<file path="config.mk">
export PLATFORM = sky130hd
export DESIGN_NAME = autobaud_rx_check
export DESIGN_NICKNAME = d
export VERILOG_FILES = /design/src/autobaud_pkg.sv /design/src/event_stretch.sv /design/src/detect_result_map.sv /design/src/autobaud_rx_check.sv
export VERILOG_INCLUDE_DIRS = /design/src /design/src/src
export SDC_FILE = /design/constraint.sdc
export NUM_CORES = 1
export LEC_CHECK = 0
export BUFFER_PORTS_ARGS = -buffer_cell sky130_fd_sc_hd__clkbuf_2
export CORE_MARGIN = 4
export CORE_UTILIZATION = 40
export CTS_CLUSTER_SIZE = 14
export DETAILED_ROUTE_END_ITERATION = 10
export HOLD_SLACK_MARGIN = 0.03
export MAX_ROUTING_LAYER = met4
export RECOVER_POWER = 25
export SYNTH_ARGS = -nofsm -noshare
export SYNTH_HDL_FRONTEND = slang
export SYNTH_SLANG_ARGS = --single-unit
</file>
<file path="constraint.sdc">
create_clock -name aclk -period 1.78 [get_ports aclk]
set_input_delay 0.356 -clock aclk [delete_from_list [all_inputs] [get_ports aclk]]
set_output_delay 0.356 -clock aclk [all_outputs]
set_load 0.02 [all_outputs]
</file>
<file path="src/autobaud_defines.svh">
`ifndef AUTOBAUD_DEFINES_SVH
`define AUTOBAUD_DEFINES_SVH
////////////////////////////////////////////////////////////////////////////////
// Register byte offsets
`define AXI_AW 8
`define OFS_CON 8'h00
`define OFS_BG 8'h04
`define OFS_FDV 8'h08
`define OFS_RBUF 8'h0C
`define OFS_IST 8'h10
`define OFS_IMASK 8'h14
`define OFS_DET 8'h18
`define RESP_OKAY 2'h0
`define RESP_SLVERR 2'h2
////////////////////////////////////////////////////////////////////////////////
// Channel control register layout
`define CON_W 16
`define CON_RST 16'h0000
`define CON_M_LSB 0
`define CON_M_MSB 2
`define CON_ODD 3
`define CON_FEN 4
`define CON_PEN 5
`define CON_OEN 6
`define CON_FE 8
`define CON_PE 9
`define CON_OE 10
`define CON_FLAGS 16'h0700
////////////////////////////////////////////////////////////////////////////////
// Frame mode codes
`define M_SYNC 3'h0
`define M_8N 3'h1
`define M_7P 3'h3
`define M_8P 3'h7
////////////////////////////////////////////////////////////////////////////////
// Other widths and reset values
`define BG_W 13
`define BG_RST 13'h0000
`define FDV_W 9
`define FDV_RST 9'h000
`define RX_W 9
`define RX_RST 9'h000
`define IDX_W 4
`define DF_W 14
`define DET_DF_LSB 16
`define IRQ_W 3
`define IRQ_RST 3'h0
`define IRQ_RX 0
`define IRQ_ERR 1
`define IRQ_DET 2
`define EVENT_CYCLES 2
`define CNT_W 4
////////////////////////////////////////////////////////////////////////////////
// Rate table: reload values and divide factors of the prescaled clock
`define RATE_COUNT 9
`define BG_BR0 13'h0002
`define BG_BR1 13'h0005
`define BG_BR2 13'h000B
`define BG_BR3 13'h0011
`define BG_BR4 13'h0023
`define BG_BR5 13'h0047
`define BG_BR6 13'h008F
`define BG_BR7 13'h011F
`define BG_BR8 13'h023F
`define DF_BR0 14'h0030
`define DF_BR1 14'h0060
`define DF_BR2 14'h00C0
`define DF_BR3 14'h0120
`define DF_BR4 14'h0240
`define DF_BR5 14'h0480
`define DF_BR6 14'h0900
`define DF_BR7 14'h1200
`define DF_BR8 14'h2400
`endif

</file>
<file path="src/autobaud_pkg.sv">
`include "autobaud_defines.svh"
package autobaud_pkg;
	typedef enum logic [2:0] {
		FRAME_7_EVEN = 3'h0,
		FRAME_7_ODD = 3'h1,
		FRAME_8_EVEN = 3'h2,
		FRAME_8_ODD = 3'h3,
		FRAME_8_NONE = 3'h4
	} det_frame_t;

	typedef struct packed {
		logic ev;
		logic [`CNT_W-1:0] cnt;
	} stretch_state_t;

	typedef struct packed {
		logic [`CON_W-1:0] con;
		logic [`BG_W-1:0] bg;
		logic [`FDV_W-1:0] fractional_divide_value;
		logic [`RX_W-1:0] rbuf;
		logic rbuf_full;
		logic [`IRQ_W-1:0] ist;
		logic [`IRQ_W-1:0] imask;
		logic [`IDX_W-1:0] det_idx;
		logic [`DF_W-1:0] det_df;
		logic aw_got;
		logic [`AXI_AW-1:0] aw_addr;
		logic w_got;
		logic [31:0] wdata;
		logic [3:0] wstrb;
		logic bvalid;
		logic [1:0] bresp;
		logic rvalid;
		logic [1:0] rresp;
		logic [31:0] rdata;
	} core_state_t;
endpackage : autobaud_pkg

</file>
<file path="src/event_stretch.sv">
`timescale 1ns/1ps
`default_nettype none
`include "autobaud_defines.svh"
module event_stretch #(
	parameter int LEN = `EVENT_CYCLES
) (
	// Clock and reset
	input wire logic aclk,
	input wire logic aresetn,
	// Trigger and stretched event
	input wire logic trig,
	output logic ev
);
	autobaud_pkg::stretch_state_t q;
	autobaud_pkg::stretch_state_t d;

	if (LEN < 1 || LEN > 15) begin : g_bad_len
		$error("event_stretch: LEN out of range");
	end

	////////////////////////////////////////////////////////////////////////////////
	// Holds the event high for LEN clocks from the edge after the trigger
	always_comb
	begin
		d = q;
		if (trig)
		begin
			d.ev = 1'b1;
			d.cnt = `CNT_W'(LEN - 1);
		end
		else if (q.cnt != '0)
		begin
			d.cnt = q.cnt - `CNT_W'(1);
		end
		else
		begin
			d.ev = 1'b0;
		end
	end

	always_ff @(posedge aclk)
	begin
		if (!aresetn)
		begin
			q <= '0;
		end
		else
		begin
			q <= d;
		end
	end

	assign ev = q.ev;
endmodule : event_stretch
`default_nettype wire

</file>
<file path="src/detect_result_map.sv">
`timescale 1ns/1ps
`default_nettype none
`include "autobaud_defines.svh"
module detect_result_map (
	// Detection result
	input wire logic [`IDX_W-1:0] rate_index,
	input wire logic [2:0] frame,
	// Values to load
	output logic [`BG_W-1:0] reload,
	output logic [`DF_W-1:0] divide_factor,
	output logic [2:0] mode,
	output logic odd,
	output logic valid
);
	logic rate_ok;
	logic frame_ok;

	////////////////////////////////////////////////////////////////////////////////
	// Rate index to reload value and divide factor
	always_comb
	begin
		rate_ok = 1'b1;
		case (rate_index)
			`IDX_W'(0): begin reload = `BG_BR0; divide_factor = `DF_BR0; end
			`IDX_W'(1): begin reload = `BG_BR1; divide_factor = `DF_BR1; end
			`IDX_W'(2): begin reload = `BG_BR2; divide_factor = `DF_BR2; end
			`IDX_W'(3): begin reload = `BG_BR3; divide_factor = `DF_BR3; end
			`IDX_W'(4): begin reload = `BG_BR4; divide_factor = `DF_BR4; end
			`IDX_W'(5): begin reload = `BG_BR5; divide_factor = `DF_BR5; end
			`IDX_W'(6): begin reload = `BG_BR6; divide_factor = `DF_BR6; end
			`IDX_W'(7): begin reload = `BG_BR7; divide_factor = `DF_BR7; end
			`IDX_W'(8): begin reload = `BG_BR8; divide_factor = `DF_BR8; end
			default:
			begin
				reload = `BG_RST;
				divide_factor = '0;
				rate_ok = 1'b0;
			end
		endcase
	end

	////////////////////////////////////////////////////////////////////////////////
	// Frame type to mode field and parity polarity
	always_comb
	begin
		frame_ok = 1'b1;
		case (frame)
			autobaud_pkg::FRAME_7_EVEN: begin mode = `M_7P; odd = 1'b0; end
			autobaud_pkg::FRAME_7_ODD: begin mode = `M_7P; odd = 1'b1; end
			autobaud_pkg::FRAME_8_EVEN: begin mode = `M_8P; odd = 1'b0; end
			autobaud_pkg::FRAME_8_ODD: begin mode = `M_8P; odd = 1'b1; end
			autobaud_pkg::FRAME_8_NONE: begin mode = `M_8N; odd = 1'b0; end
			default:
			begin
				mode = `M_SYNC;
				odd = 1'b0;
				frame_ok = 1'b0;
			end
		endcase
	end

	assign valid = rate_ok && frame_ok;
endmodule : detect_result_map
`default_nettype wire

</file>
<file path="src/autobaud_rx_check.sv">
// Local design decisions: the AXI4-Lite register port and the address map.
`timescale 1ns/1ps
`default_nettype none
`include "autobaud_defines.svh"
// Function
// - Nine detectable rates are prescaled clock divided by 48 up to 9216.
// - Successful detection writes a 13-bit reload value into the baud reload register.
// - Rate index 0..8 loads reload 002,005,00B,011,023,047,08F,11F,23F.
// - Detection overwrites frame mode and parity polarity per detected frame type.
// - One error event line plus three enabled error flags in control register.
// - Error event rises in the same cycle as the receive event.
// - Async framing check enabled and a stop bit low sets framing flag.
// - Async parity mode, check enabled, parity mismatch sets parity flag.
// - Overrun check enabled and unread previous character sets overrun flag.
// - Error flags stay set until software clears; the event line drops itself.
// - Every event output is active exactly two module clock periods.
// - Detection-complete event follows recognition of the second character.
module autobaud_rx_check #(
	parameter int EVENT_LEN = `EVENT_CYCLES
) (
	// Clock and reset
	input wire logic aclk,
	input wire logic aresetn,
	// AXI4-Lite write channels
	input wire logic [`AXI_AW-1:0] awaddr,
	input wire logic awvalid,
	output logic awready,
	input wire logic [31:0] wdata,
	input wire logic [3:0] wstrb,
	input wire logic wvalid,
	output logic wready,
	output logic [1:0] bresp,
	output logic bvalid,
	input wire logic bready,
	// AXI4-Lite read channels
	input wire logic [`AXI_AW-1:0] araddr,
	input wire logic arvalid,
	output logic arready,
	output logic [31:0] rdata,
	output logic [1:0] rresp,
	output logic rvalid,
	input wire logic rready,
	// Detector result, pulse after the second character
	input wire logic det_valid,
	input wire logic [`IDX_W-1:0] det_index,
	input wire logic [2:0] det_frame,
	// Receiver frame completion
	input wire logic rx_frame_done,
	input wire logic [`RX_W-1:0] rx_data,
	input wire logic rx_parity_bit,
	input wire logic rx_stop_ok,
	input wire logic rx_dma_ack,
	// Channel settings
	output logic [2:0] frame_mode,
	output logic parity_odd,
	output logic [`BG_W-1:0] baud_reload_value,
	output logic [`FDV_W-1:0] fractional_divide_field,
	// Events and interrupt
	output logic receive_done_event,
	output logic error_event_line,
	output logic detect_done_event,
	output logic irq
);
	autobaud_pkg::core_state_t q;
	autobaud_pkg::core_state_t d;
	logic [`BG_W-1:0] map_reload;
	logic [`DF_W-1:0] map_df;
	logic [2:0] map_mode;
	logic map_odd;
	logic map_valid;
	logic det_trig;
	logic err_trig;
	logic fe_hit;
	logic pe_hit;
	logic oe_hit;

	if (EVENT_LEN < 1 || EVENT_LEN > 15) begin : g_bad_len
		$error("autobaud_rx_check: EVENT_LEN out of range");
	end

	////////////////////////////////////////////////////////////////////////////////
	// Byte-lane merge of a write into an old register value
	function automatic logic [31:0] wmerge(input logic [31:0] old, input logic [31:0] nw,
		input logic [3:0] st);
		logic [31:0] r;
		r = old;
		for (int i = 0; i < 4; i++)
		begin
			if (st[i])
			begin
				r[i*8 +: 8] = nw[i*8 +: 8];
			end
		end
		return r;
	endfunction : wmerge

	// Write-one-to-clear of sticky bits under byte lanes
	function automatic logic [31:0] w1c(input logic [31:0] old, input logic [31:0] nw,
		input logic [3:0] st);
		return old & ~(nw & wmerge(32'h00000000, 32'hFFFFFFFF, st));
	endfunction : w1c

	////////////////////////////////////////////////////////////////////////////////
	// Detection result lookup
	detect_result_map u_map (
		.rate_index(det_index),
		.frame(det_frame),
		.reload(map_reload),
		.divide_factor(map_df),
		.mode(map_mode),
		.odd(map_odd),
		.valid(map_valid)
	);

	assign det_trig = det_valid && map_valid;

	////////////////////////////////////////////////////////////////////////////////
	// Receive error checks against the current control settings
	logic async_mode;
	logic parity_mode;
	logic seven_bit;
	logic exp_parity;
	logic rbuf_taken;

	assign async_mode = q.con[`CON_M_MSB:`CON_M_LSB] != `M_SYNC;
	assign parity_mode = q.con[`CON_M_MSB:`CON_M_LSB] == `M_7P
		|| q.con[`CON_M_MSB:`CON_M_LSB] == `M_8P;
	assign seven_bit = q.con[`CON_M_MSB:`CON_M_LSB] == `M_7P;
	assign exp_parity = (seven_bit ? ^rx_data[6:0] : ^rx_data[7:0]) ^ q.con[`CON_ODD];
	assign rbuf_taken = rx_dma_ack || (arvalid && arready && araddr == `OFS_RBUF);
	assign fe_hit = q.con[`CON_FEN] && async_mode && !rx_stop_ok;
	assign pe_hit = q.con[`CON_PEN] && async_mode && parity_mode
		&& (rx_parity_bit != exp_parity);
	assign oe_hit = q.con[`CON_OEN] && q.rbuf_full && !rbuf_taken;
	assign err_trig = rx_frame_done && (fe_hit || pe_hit || oe_hit);

	////////////////////////////////////////////////////////////////////////////////
	// Next state
	always_comb
	begin
		logic [31:0] rd;
		logic [31:0] nv;
		logic [1:0] rr;
		rd = 32'h00000000;
		nv = 32'h00000000;
		rr = `RESP_OKAY;
		d = q;

		// Write address and data may arrive in either order
		if (awvalid && awready)
		begin
			d.aw_got = 1'b1;
			d.aw_addr = awaddr;
		end
		if (wvalid && wready)
		begin
			d.w_got = 1'b1;
			d.wdata = wdata;
			d.wstrb = wstrb;
		end
		if (q.bvalid && bready)
		begin
			d.bvalid = 1'b0;
		end
		if (q.aw_got && q.w_got && !q.bvalid)
		begin
			d.aw_got = 1'b0;
			d.w_got = 1'b0;
			d.bvalid = 1'b1;
			d.bresp = `RESP_OKAY;
			case (q.aw_addr)
				`OFS_CON:
				begin
					nv = w1c({16'h0000, q.con}, q.wdata, q.wstrb) & 32'(`CON_FLAGS);
					nv = nv | (wmerge({16'h0000, q.con}, q.wdata, q.wstrb)
						& ~32'(`CON_FLAGS));
					d.con = nv[`CON_W-1:0];
				end
				`OFS_BG:
				begin
					nv = wmerge({19'h00000, q.bg}, q.wdata, q.wstrb);
					d.bg = nv[`BG_W-1:0];
				end
				`OFS_FDV:
				begin
					nv = wmerge({23'h000000, q.fractional_divide_value}, q.wdata, q.wstrb);
					d.fractional_divide_value = nv[`FDV_W-1:0];
				end
				`OFS_IST:
				begin
					nv = w1c({29'h00000000, q.ist}, q.wdata, q.wstrb);
					d.ist = nv[`IRQ_W-1:0];
				end
				`OFS_IMASK:
				begin
					nv = wmerge({29'h00000000, q.imask}, q.wdata, q.wstrb);
					d.imask = nv[`IRQ_W-1:0];
				end
				`OFS_RBUF, `OFS_DET:
				begin
					d.bresp = `RESP_OKAY;
				end
				default:
				begin
					d.bresp = `RESP_SLVERR;
				end
			endcase
		end

		// Reads, with the receive buffer read releasing the buffer
		if (q.rvalid && rready)
		begin
			d.rvalid = 1'b0;
		end
		if (arvalid && arready)
		begin
			case (araddr)
				`OFS_CON: rd[`CON_W-1:0] = q.con;
				`OFS_BG: rd[`BG_W-1:0] = q.bg;
				`OFS_FDV: rd[`FDV_W-1:0] = q.fractional_divide_value;
				`OFS_RBUF: rd[`RX_W-1:0] = q.rbuf;
				`OFS_IST: rd[`IRQ_W-1:0] = q.ist;
				`OFS_IMASK: rd[`IRQ_W-1:0] = q.imask;
				`OFS_DET:
				begin
					rd[`IDX_W-1:0] = q.det_idx;
					rd[`DET_DF_LSB +: `DF_W] = q.det_df;
				end
				default: rr = `RESP_SLVERR;
			endcase
			d.rvalid = 1'b1;
			d.rdata = rd;
			d.rresp = rr;
		end
		if (rbuf_taken)
		begin
			d.rbuf_full = 1'b0;
		end

		// Completed frame: store, mark full, set enabled error flags
		if (rx_frame_done)
		begin
			d.rbuf = rx_data;
			d.rbuf_full = 1'b1;
			if (fe_hit)
			begin
				d.con[`CON_FE] = 1'b1;
			end
			if (pe_hit)
			begin
				d.con[`CON_PE] = 1'b1;
			end
			if (oe_hit)
			begin
				d.con[`CON_OE] = 1'b1;
			end
			d.ist[`IRQ_RX] = 1'b1;
		end
		if (err_trig)
		begin
			d.ist[`IRQ_ERR] = 1'b1;
		end

		// Detection result overwrites mode, polarity, reload, detected index and divide factor, and sets detect status
		if (det_trig)
		begin
			d.con[`CON_M_MSB:`CON_M_LSB] = map_mode;
			d.con[`CON_ODD] = map_odd;
			d.bg = map_reload;
			d.det_idx = det_index;
			d.det_df = map_df;
			d.ist[`IRQ_DET] = 1'b1;
		end
	end

	////////////////////////////////////////////////////////////////////////////////
	// State register
	always_ff @(posedge aclk)
	begin
		if (!aresetn)
		begin
			q <= '0;
			q.con <= `CON_RST;
			q.bg <= `BG_RST;
			q.fractional_divide_value <= `FDV_RST;
			q.rbuf <= `RX_RST;
			q.ist <= `IRQ_RST;
			q.imask <= `IRQ_RST;
		end
		else
		begin
			q <= d;
		end
	end

	////////////////////////////////////////////////////////////////////////////////
	// Event outputs, each held for EVENT_LEN clocks
	event_stretch #(.LEN(EVENT_LEN)) u_rx_ev (
		.aclk(aclk),
		.aresetn(aresetn),
		.trig(rx_frame_done),
		.ev(receive_done_event)
	);

	event_stretch #(.LEN(EVENT_LEN)) u_err_ev (
		.aclk(aclk),
		.aresetn(aresetn),
		.trig(err_trig),
		.ev(error_event_line)
	);

	event_stretch #(.LEN(EVENT_LEN)) u_det_ev (
		.aclk(aclk),
		.aresetn(aresetn),
		.trig(det_trig),
		.ev(detect_done_event)
	);

	////////////////////////////////////////////////////////////////////////////////
	// Outputs
	assign awready = !q.aw_got && !q.bvalid;
	assign wready = !q.w_got && !q.bvalid;
	assign bvalid = q.bvalid;
	assign bresp = q.bresp;
	assign arready = !q.rvalid;
	assign rvalid = q.rvalid;
	assign rdata = q.rdata;
	assign rresp = q.rresp;
	assign frame_mode = q.con[`CON_M_MSB:`CON_M_LSB];
	assign parity_odd = q.con[`CON_ODD];
	assign baud_reload_value = q.bg;
	assign fractional_divide_field = q.fractional_divide_value;
	assign irq = |(q.ist & q.imask);
endmodule : autobaud_rx_check
`default_nettype wire

</file>
After elaboration in Yosys (flattened, before gate mapping)

Cells that the tools add are included.

Word-level logic and storage cells: 219
Bits of input ports: 80
Output and inout bits: 71
Register bits: 169

Bitwise gates (word level): 10
Add/subtract/negate cells: 3
Multiplexer cells: 64
Equal/unequal tests: 30
Reduce and logical (&&, ||, !) cells: 78

Operators by type and width:

| operator           | number |
|---|---|
| $pmux 14 s9        | 1 |
| $mux 8             | 12 |
| $pmux 10 s9        | 1 |
| $eq 8x5->1 const B | 6 |
| $mux 35            | 1 |
| $mux 33            | 1 |
| $eq 8x4->1 const B | 4 |
| $reduce_bool 2->1  | 16 |
| $mux 3             | 10 |
| $and 11x11->11     | 2 |
| $pmux 3 s7         | 1 |
| $logic_and 1x1->1  | 20 |
| $mux 5             | 4 |
| $pmux 5 s4         | 1 |
| $mux 1             | 18 |
| $mux 17            | 1 |
| $eq 4x3->1 const B | 4 |
| $eq 8x3->1 const B | 2 |
| $logic_not 8->1    | 2 |
| $or 11x16->16      | 1 |
| $reduce_and 3->1   | 5 |
| $mux 14            | 1 |
| $reduce_or 2->1    | 7 |
| $reduce_or 7->1    | 2 |
| 35 further kinds   | 62 |

Longest topological paths before layout

Gate-level depths: netlist (run 1).

Word-level depth: 11
Gate-level depth with buffers: 6
Mapped depth without buffers: 6

Modules after synthesis

Synthesis (run 1) repeated with hierarchy kept, for this count alone.

Cell total of the unflattened synthesis: 800
Area, all modules: 7025.5 sq um

By module, submodules not included:

| module            | seq. area each (sq um) | instances | cells each | area each (sq um) |
|---|---|---|---|---|
| autobaud_rx_check | 2682.6                 | 1         | 676        | 6002.0 |
| event_stretch     | 100.1                  | 3         | 23         | 222.7 |
| detect_result_map | 0.0                    | 1         | 55         | 355.3 |

Least setup slack after synthesis (run 1)

Ideal clock, no wire load.

Path type: input port to flip-flop
Start: input araddr[1]
End: register q[106] (netlist name)
Stages on the path: 5
Path buffers: 0
Data required time: 1655 ps
Setup slack: -97 ps
Arrival time: 1752 ps
Library setup time: 125 ps
Path through: nor2_1 > or4b_4 > nor2_4 > a41oi_2 > o41a_1

Cells in the longest elaborated chain, start to end: 9
Elaborated cells on any way between the ends: 11
Classes of those cells: 1 x eq/ne; 1 x mux; 9 x reduce/logical

RTL lines:

| what                                   | line                     | text |
|---|---|---|
| start, declared                        | autobaud_rx_check.sv:36  | `` input wire logic [`AXI_AW-1:0] araddr, `` |
| $eq 8x4->1 (*)                         | --                       |  |
| $logic_and 1x1->1 (no source line) (*) | --                       |  |
| $logic_or 1x1->1 (*)                   | autobaud_rx_check.sv:130 | `` assign rbuf_taken = rx_dma_ack \|\| (arvalid && arready && araddr == `OFS_RBUF); `` |
| $logic_not 1->1 (*)                    | autobaud_rx_check.sv:134 | `` assign oe_hit = q.con[`CON_OEN] && q.rbuf_full && !rbuf_taken; `` |
| $logic_and 1x1->1 (*)                  | autobaud_rx_check.sv:134 |  |
| $logic_or 1x1->1 (*)                   | autobaud_rx_check.sv:135 | `assign err_trig = rx_frame_done && (fe_hit \|\| pe_hit \|\| oe_hit);` |
| $logic_and 1x1->1 (*)                  | autobaud_rx_check.sv:135 |  |
| $reduce_bool 2->1 (no source line)     | --                       |  |
| $reduce_and 2->1 (no source line)      | --                       |  |
| end, declared                          | autobaud_rx_check.sv:64  | `autobaud_pkg::core_state_t q;` |

Mark *: on every way between the ends. The rest lies on a longest branch, timed or not.
A chain may end at the register's enable or synchronous reset.

Final worst setup path (run 1)

Start: register q[81] (netlist name)
End: register q[106] (netlist name)

Cells in the longest elaborated chain, start to end: 3

RTL lines:

| what                               | line                     | text |
|---|---|---|
| $eq 8x5->1                         | autobaud_rx_check.sv:171 | `case (q.aw_addr)` |
| $reduce_bool 2->1 (no source line) | --                       |  |
| $reduce_and 2->1 (no source line)  | --                       |  |

No other way between the ends.

==> results.cfg, run 1 <==
[floorplan]
core_area_mm2 = 0.0159
die_width_um = 136
rows = 46
dieHeight_um = 136
pin_count = 151
initial_core_util_pct = 41.0
dieArea_mm2 = 0.0184

[power]
p_leak_nw = 3.48
p_per_area_mw_per_mm2 = 1050
ir_drop_mv = 0.695
power_mw = 8.33

[critical_path]
worstSetupPathType = reg2reg
endpoint = q[106]
r2r_end = q[106]
critical_path.startpoint = q[81]
required_ps = 2080
slowest_stage = or4_4
worstPathArrival_ps = 2190
cp_slowest_stage_delay_ps = 560
cp-end-kind = flop
reg2regPathDepth = 5
path_cells = or4_4 > nor3b_4 > and4b_1 > a21boi_1 > o41a_1
rrSetupSlack_ps = -100
start_kind = flop
r2r-start = q[81]
cp_max_fo = 3

[route]
drt-initial-drc-count = 343
vias = 5473
wl_um = 17200
antenna_left = 0
drc = 0
wl_per_cell_um = 15.8
viasPerCell = 5.03
firstDrtPassIters = 4

[synthesis]
async_flop_share_pct = 0
netlist_instances = 745
avgSynthCellArea_um2 = 8.73
synth_ff_type = dfxtp_1
synth_edf_count = 0
ys_types = 65
seq_area_frac_synth_pct = 43.4
syn_area_mm2 = 0.00651
yosys_warnings = 0
synth-seq-cells = 141

[grt]
grtUsageTotal_pct = 19.1
overflow = 0
use_met2_pct = 27.4
grt_max_degree = 79
grt_pass1_vias = 4956
grt_antenna_before_repair = 0
grt_first_pass_wirelength_um = 26600
grtUsageMet1_pct = 27.0
met3_usage_pct = 3.97
top_usage_layer = met2

[placement]
dpl_worst_slack_ps = -148
dp_hpwl_um = 12900
io_buffer_count = 124
dp.cells = 1054
gp_congestion = 0.857
place_area_mm2 = 0.00735

[run_status]
violations = setup timing
status = finished with violations

[cts]
path_clk_slew_ps = 60
clockRootBuffer = clkbuf_16
numCtsBuffers = 17
cts_tree = yes
postCtsHoldBufs = 0
clockBufferDepth = 2
clock_latency_ps = 410
h-tree-depth = 4
cts.sinks = 141

[cells_and_area]
layout_common_cells = dfxtp_1, clkbuf_2, nor2_1
final_common_cell = dfxtp_1
drive_gt1_share_pct = 27.8
layout.nets = 942
diodes = 0
syn_to_final_growth_pct = 22.2
n_fill_cell = 1572
final_cells = 1088
final_area_mm2 = 0.00795

[timing]
slew_violations = 0
rsz0062_at_grt = yes
finClkSkew_ps = 5.03
setup_viol = 24
final-hold-violation-count = 0
min_period_over_period_pct = 106
worstMarginPinSlew_ps = 809
timing.hold.ws_ps = 119
max_freq_ghz = 0.531
maxSlewHeadroom_pct = 46.1
layout_setup_ws_ps = -103
period_needed_ps = 1880

[hold_path]
hold_path.class = in2reg

[run]
max_cap_viol_count = 0
## worst min-delay path by stage
stage	start	to	slack, ps	cells after the start
global route	rready	rvalid	120	2
floorplan	rdata[4]	rdata[4]	430	2
CTS	rready	rvalid	100	2
finish	rready	rvalid	120	2
detailed placement	rdata[7]	rdata[7]	450	2
global placement	rdata[4]	rdata[4]	440	2
## cell type report
class | instances | area, µm² | area share [%]
repair buffers | 187 | 1110 | 14.0
flip-flops and latches | 141 | 2830 | 35.6
well taps | 216 | 270 | 3.40
inverters | 17 | 63.8 | 0.802
multi-input cells | 495 | 3070 | 38.7
clock inverters | 10 | 139 | 1.75
clock buffers | 22 | 464 | 5.84
## cell usage after synthesis, types with 12 or more instances
library cell  number  area, µm²
nand3_1           13       65.1
a22oi_1           18        135
nor2_1            94        353
buf_4             62        465
o21ai_0           17       85.1
clkbuf_1          28        105
nor3_1            12       60.1
mux2i_1           46        460
dfxtp_1          141       2820
nand2_1           95        357
a21oi_1           64        320
inv_1             16       60.1
## worst max-delay path, delay by kind of cell, from the launching register on
kind / cells / cell delay (ps)
simple gates: 3 / 1070
flops: 1 / 320
compound gates: 2 / 380
## timing repair
action,in CTS,in global routing
setup endpoints to repair,23,34
setup buffers,2,1
pin swaps,11,6
gates resized for setup,6,9
cloned,0,0
## registers in the layout, indices dropped and copies added (netlist names), 3 cells and up
name                     count
q                           70
fractional_divide_field      9
rdata                       26
u_rx_ev.q                    4
u_err_ev.q                   4
frame_mode                   3
baud_reload_value           13
u_det_ev.q                   4
## report_power, final
group          switching (mW)  total, mW  internal, mW
combinational           0.680       1.24         0.556
sequential              0.157       3.49          3.34
clock                    1.32       3.60          2.28
total                    2.16       8.33          6.17
## per-stage QoR
| stage | utilization [%] | TNS (ps) |
|---|---|---|
| 2_1_floorplan | - | -103 |
| 3_3_place_gp | 46.2 | -1360 |
| 3_5_place_dp | 46.2 | -1600 |
| 4_1_cts | 50.1 | -972 |
| 5_1_grt | 50.1 | -2780 |
| 6_report | 50.1 | -794 |
## logic make-up after synthesis
family	after synthesis	share of synthesized area [%]
compound gates	146	14.3
other cells	1	0.0576
fa+ha+maj	3	0.577
simple gates	265	19.1
buf+inv	116	10.3
xor+xnor	14	2.10
mux	59	10.2
flops	141	43.4
## metal layers
layer	vias to the layer above	part of all wire, %
met5	-	0
li1	2753	-
met4	0	1.5
met1	2549	49
met3	18	5.8
met2	153	43
(Power assumes the default switching activity.)
==> inputs of run 2 (changes only) <==
--- a/config.mk
+++ b/config.mk
@@ -6,6 +6,7 @@
 export SDC_FILE = /design/constraint.sdc
 export NUM_CORES = 1
 export LEC_CHECK = 0
+export ABC_AREA = 1
 export BUFFER_PORTS_ARGS = -buffer_cell sky130_fd_sc_hd__clkbuf_2
 export CORE_MARGIN = 4
 export CORE_UTILIZATION = 40
==> results.cfg, run 2 <==
[timing]
finClkSkew_ps = 4.83
timing.hold.ws_ps = 183
period_needed_ps = 1670
setup_viol = 0
worstMarginPinSlew_ps = 772
rsz0062_at_grt = yes
max_freq_ghz = 0.598
final-hold-violation-count = 0
min_period_over_period_pct = 93.9
maxSlewHeadroom_pct = 48.5
slew_violations = 0

[cells_and_area]
layout.nets = 1104
layout_common_cells = nand2_1, dfxtp_1, o21ai_0
n_fill_cell = 1672
drive_gt1_share_pct = 20.9
diodes = 0
largest_reg_flops = 70
final_common_cell = nand2_1
syn_to_final_growth_pct = 19.6
seq_area_mm2 = 0.00282
utilization_pct = 49.3
largest_register = q
multi_input_area_mm2 = 0.00282

[synthesis]
ys_top_cells_by_count = nand2_1, dfxtp_1, o21ai_0, a21oi_1, inv_1
async_flop_share_pct = 0
synth-seq-cells = 141
synth_area_leaders = dfxtp_1, o21ai_0, nand2_1, a21oi_1, buf_4
avgSynthCellArea_um2 = 7.28
netlist_instances = 909
synth_top_area_cell = dfxtp_1
synth_most_common_cell = nand2_1
synth_edf_count = 0
seq_area_frac_synth_pct = 42.7
synth_ff_type = dfxtp_1
yosysTopAreaCellShare_pct = 42.7
syn_area_mm2 = 0.00662
yosys_warnings = 0
ys_types = 46

[route]
firstDrtPassIters = 5
wl_um = 18200
wl_per_cell_um = 14.6
drt-initial-drc-count = 357
antenna_left = 0
viasPerCell = 4.84
vias = 6040
drc = 0

[run]
max_cap_viol_count = 0

[grt]
grtUsageTotal_pct = 20.4
grt_max_degree = 66
grt_first_pass_wirelength_um = 28900
overflow = 0
grt_pass1_vias = 5688
grt_antenna_before_repair = 0

[power]
p_int_mw = 6.00
switching_share_pct = 26.7
pwr-share-comb_pct = 15.0
p_per_area_mw_per_mm2 = 1040
p_clk_share_pct = 41.9
p_leak_nw = 3.53
ir_drop_mv = 0.654
p_sw_mw = 2.18
seq_power_share_pct = 43.1

[critical_path]
cp_common_cell = o21ai_0
slowest_stage = or2_2
cp_max_fo = 4
cp_slowest_stage_delay_ps = 320
worstSetupPathType = reg2reg
start_kind = flop
worstPathArrival_ps = 1980
path_cells = nor2_1 > nand3_1 > or2_2 > o21ai_1 > o21ai_0 > o21ai_0 > inv_1
crit_family = simple AND/OR/NAND/NOR gates
rrSetupSlack_ps = 110
cp-end-kind = flop
path_buf_inv = 1
required_ps = 2090

[cts]
cts_tree = yes
path_clk_slew_ps = 60
clockBufferDepth = 2
clock_latency_ps = 420
numCtsBuffers = 17
h-tree-depth = 4
clockRootBuffer = clkbuf_16
cts.sinks = 141

[placement]
gp_congestion = 0.882
dp_hpwl_um = 14100
io_buffer_count = 124

[hold_path]
hold_path.class = in2reg

[floorplan]
pin_count = 151
die_width_um = 137
rows = 46
dieArea_mm2 = 0.0187
initial_core_util_pct = 41.2
dieHeight_um = 137
core_area_mm2 = 0.0161

[run_status]
status = completed
-- run 2: changes by cell type in the layout (fill, tap and decap cells not counted), moves of 8 or more --
cell	change
o21ai_0	+98
inv_1	+78
nand2_1	+57
mux2i_1	-46
a21oi_1	+32
nand3_1	+32
a22oi_1	-18
nor2_1	-14
clkbuf_1	+13
clkbuf_2	-13
nand2b_1	-10
mux2_2	-8
-- run 2: path summary, 6_finish.rpt --
kind,endpoint,cells after the start,from
worst max-delay path,baud_reload_value[8],7,q[75]
worst min-delay path,q[48],3,wdata[6]
worst max register to register,baud_reload_value[8],7,q[75]
worst min register to register,q[152],2,q[152]
-- run 2: per-stage QoR --
| step | instance area (µm²) | worst slack, ps | instances | power (mW) | TNS [ps] |
|---|---|---|---|---|---|
| 2_1_floorplan | 6640 | 230 | 916 | 4.50 | 0 |
| 3_3_place_gp | 7350 | -5.19 | 1216 | 4.81 | -5.19 |
| 3_5_place_dp | 7350 | 7.53 | 1216 | 4.83 | 0 |
| 4_1_cts | 7930 | 46.4 | 1247 | 8.26 | 0 |
| 5_1_grt | 7910 | -3.30 | 1249 | 8.60 | -3.30 |
| 6_report | 7910 | 108 | 1249 | 8.19 | 0 |
-- run 2: layout make-up --
| cell class | instances | area share (%) |
|---|---|---|
| multi-input cells | 576 | 35.7 |
| flip-flops and latches | 141 | 35.7 |
| inverters | 104 | 4.94 |
| clock buffers | 24 | 6.09 |
| well taps | 216 | 3.42 |
| repair buffers | 181 | 13.1 |
| clock inverters | 7 | 1.11 |
-- run 2: power groups by stage --
stage	sequential [mW]	clock [mW]	combinational, mW
global route	3.56	3.64	1.40
detailed placement	3.60	0	1.23
global placement	3.59	0	1.22
floorplan	3.56	0	0.942
CTS	3.53	3.49	1.24
finish	3.53	3.43	1.23
-- run 2: kinds of logic after synthesis --
family	synth area share, %
xor+xnor	0.927
fa+ha+maj	0.567
other cells	0.0567
buf+inv	15.2
flops	42.7
compound gates	19.7
simple gates	20.9
-- run 2: timing repair --
action                                  in CTS  in global routing
endpoints found under the hold margin        0                  0
endpoints found under the setup margin       1                 20
hold buffers                                 0                  0
setup buffers                                0                  2
resized for setup                            1                  6
pin swaps                                    0                  3
-- run 2: per-layer routing --
metal  share of wire [%]  track usage, %  wire, µm  vias to the layer above
li1                    -               -         -                     3134
met1                  49            27.6      8890                     2701
met2                  43            30.7      7910                      182
met3                 5.8            3.64      1060                       23
met4                 2.0            7.45       362                        0
met5                   0               -         0                        -
-- run 2: tightest hold or removal path, delay by kind of cell --
kind / cells / cell delay [ps]
AO/OA/AOI/OAI: 1 / 70
buffers and inverters: 1 / 70
AND/OR/NAND/NOR: 1 / 70
==> inputs of run 3 (changes only) <==
--- a/config.mk
+++ b/config.mk
@@ -15,6 +15,7 @@
 export HOLD_SLACK_MARGIN = 0.03
 export MAX_ROUTING_LAYER = met4
 export RECOVER_POWER = 25
+export REMOVE_ABC_BUFFERS = 1
 export SYNTH_ARGS = -nofsm -noshare
 export SYNTH_HDL_FRONTEND = slang
 export SYNTH_SLANG_ARGS = --single-unit
==> constraint.sdc (replaced) <==
create_clock -name aclk -period 1.78 [get_ports aclk]
set_input_delay 0.267 -clock aclk [delete_from_list [all_inputs] [get_ports aclk]]
set_output_delay 0.267 -clock aclk [all_outputs]
set_load 0.02 [all_outputs]
==> results.cfg, run 3 (synthesis gave the netlist of run 2 again) <==
[run_status]
status = completed

[timing]
worstMarginPinSlew_ps = 738
setup_viol = 0
rsz0062_at_grt = yes
finClkSkew_ps = 4.92
period_needed_ps = 1680
layout_setup_ws_ps = 105
slew_violations = 0
min_period_over_period_pct = 94.1
max_freq_ghz = 0.597
maxSlewHeadroom_pct = 50.8
setup_tns_ps = 0
final-hold-violation-count = 0
timing.hold.ws_ps = 75.7

[route]
antenna_left = 0
firstDrtPassIters = 5
wl_um = 18200
viasPerCell = 4.88
drc = 0
vias = 6034
wl_per_cell_um = 14.7
drt-initial-drc-count = 436

[grt]
grt_pass1_vias = 5526
grt_first_pass_wirelength_um = 28500
overflow = 0
grt_antenna_before_repair = 0
grtUsageTotal_pct = 20.4
grt_max_degree = 62

[placement]
dp_hpwl_um = 13900
gp_congestion = 0.936
io_buffer_count = 124
dpl_worst_slack_ps = -9.05
dp.cells = 1203

[floorplan]
dieArea_mm2 = 0.0187
initial_core_util_pct = 41.2
die_width_um = 137
dieHeight_um = 137
rows = 46
core_area_mm2 = 0.0161
pin_count = 151

[critical_path]
path_buf_inv = 3
cp_max_fo = 12
required_ps = 2070
worstPathArrival_ps = 1970
start_kind = flop
worstSetupPathType = reg2reg
path_cells = inv_1 > nor3_4 > inv_2 > nor3_4 > buf_4 > nand2_2 > o21ai_0 > a21oi_1
slowest_stage = dfxtp_1
cp-end-kind = flop
cp_slowest_stage_delay_ps = 330
cp_common_cell = nor3_4
crit_family = simple AND/OR/NAND/NOR gates

[cells_and_area]
diodes = 0
layout.nets = 1091
n_fill_cell = 1663
drive_gt1_share_pct = 20.9
largest_register = q
layout_common_cells = nand2_1, dfxtp_1, o21ai_0
largest_reg_flops = 70
syn_to_final_growth_pct = 19.2
final_cells = 1237
final_common_cell = nand2_1

[cts]
numCtsBuffers = 17
cts.sinks = 141
clockBufferDepth = 2
h-tree-depth = 4
clock_latency_ps = 420
clockRootBuffer = clkbuf_16
path_clk_slew_ps = 60
cts_tree = yes

[power]
seq_power_share_pct = 41.6
p_leak_nw = 3.53
pwr-share-comb_pct = 14.4
p_sw_mw = 2.31
p_int_mw = 6.19
ir_drop_mv = 0.659
p_clk_share_pct = 44.1
switching_share_pct = 27.2
p_per_area_mw_per_mm2 = 1080

[run]
max_cap_viol_count = 0

[hold_path]
hold_path.class = in2reg
==> run 3: cell count changes in the layout (fill, tap and decap cells not counted), moves of 3 or more <==
cell,change
buf_4,-17
clkbuf_1,-11
clkbuf_2,+10
clkbuf_8,-3
==> run 3: worst paths after layout <==
check                              end  cells past startpoint  slack (ps)  startpoint
worst max-delay path            q[150]                      8         100       q[74]
worst min-delay path            q[117]                      3          80  rx_data[8]
worst max register to register  q[150]                      8         100       q[74]
worst min register to register  q[155]                      2         440      q[155]
==> run 3: area by class of cell <==
type	instances	area, µm²	share of cell area (%)
Timing Repair Buffer	168	968	12.3
Tap cell	216	270	3.43
Inverter	104	390	4.95
Clock buffer	18	429	5.44
Multi-Input combinational cell	576	2810	35.7
Sequential cell	141	2820	35.8
Clock inverter	14	193	2.44
==> run 3: metal layers <==
| metal | GRT usage (%) | part of all wire (%) |
|---|---|---|
| met5 | - | 0 |
| met4 | 6.38 | 2.2 |
| met3 | 5.92 | 7.6 |
| met2 | 30.1 | 43 |
| met1 | 27.0 | 47 |
==> run 3: power by group through the flow <==
stage | sequential (mW) | clock [mW] | combinational [mW]
after floorplan | 3.62 | 0 | 0.764
after global placement | 3.60 | 0 | 1.22
after detailed placement | 3.60 | 0 | 1.24
after CTS | 3.53 | 3.81 | 1.25
after global routing | 3.56 | 3.95 | 1.40
final | 3.53 | 3.75 | 1.22
==> run 3: metrics by stage <==
stage	total power, mW	util [%]	area (µm²)
detailed placement	4.84	45.5	7310
global route	8.91	49.1	7890
floorplan	4.38	-	6030
CTS	8.59	49.4	7930
global placement	4.82	45.5	7310
finish	8.50	49.1	7890
==> run 3: worst min-delay path, delay by kind of cell <==
kind	cells	cell delay, ps
buffers and inverters	1	70
and+or+nand+nor	2	110
==> run 3: timing repair <==
item,CTS,global route
hold buffers,0,0
resized for setup,1,5
hold endpoints to repair,0,0
pin swaps,0,1
setup endpoints to repair,3,14
setup buffers,0,2
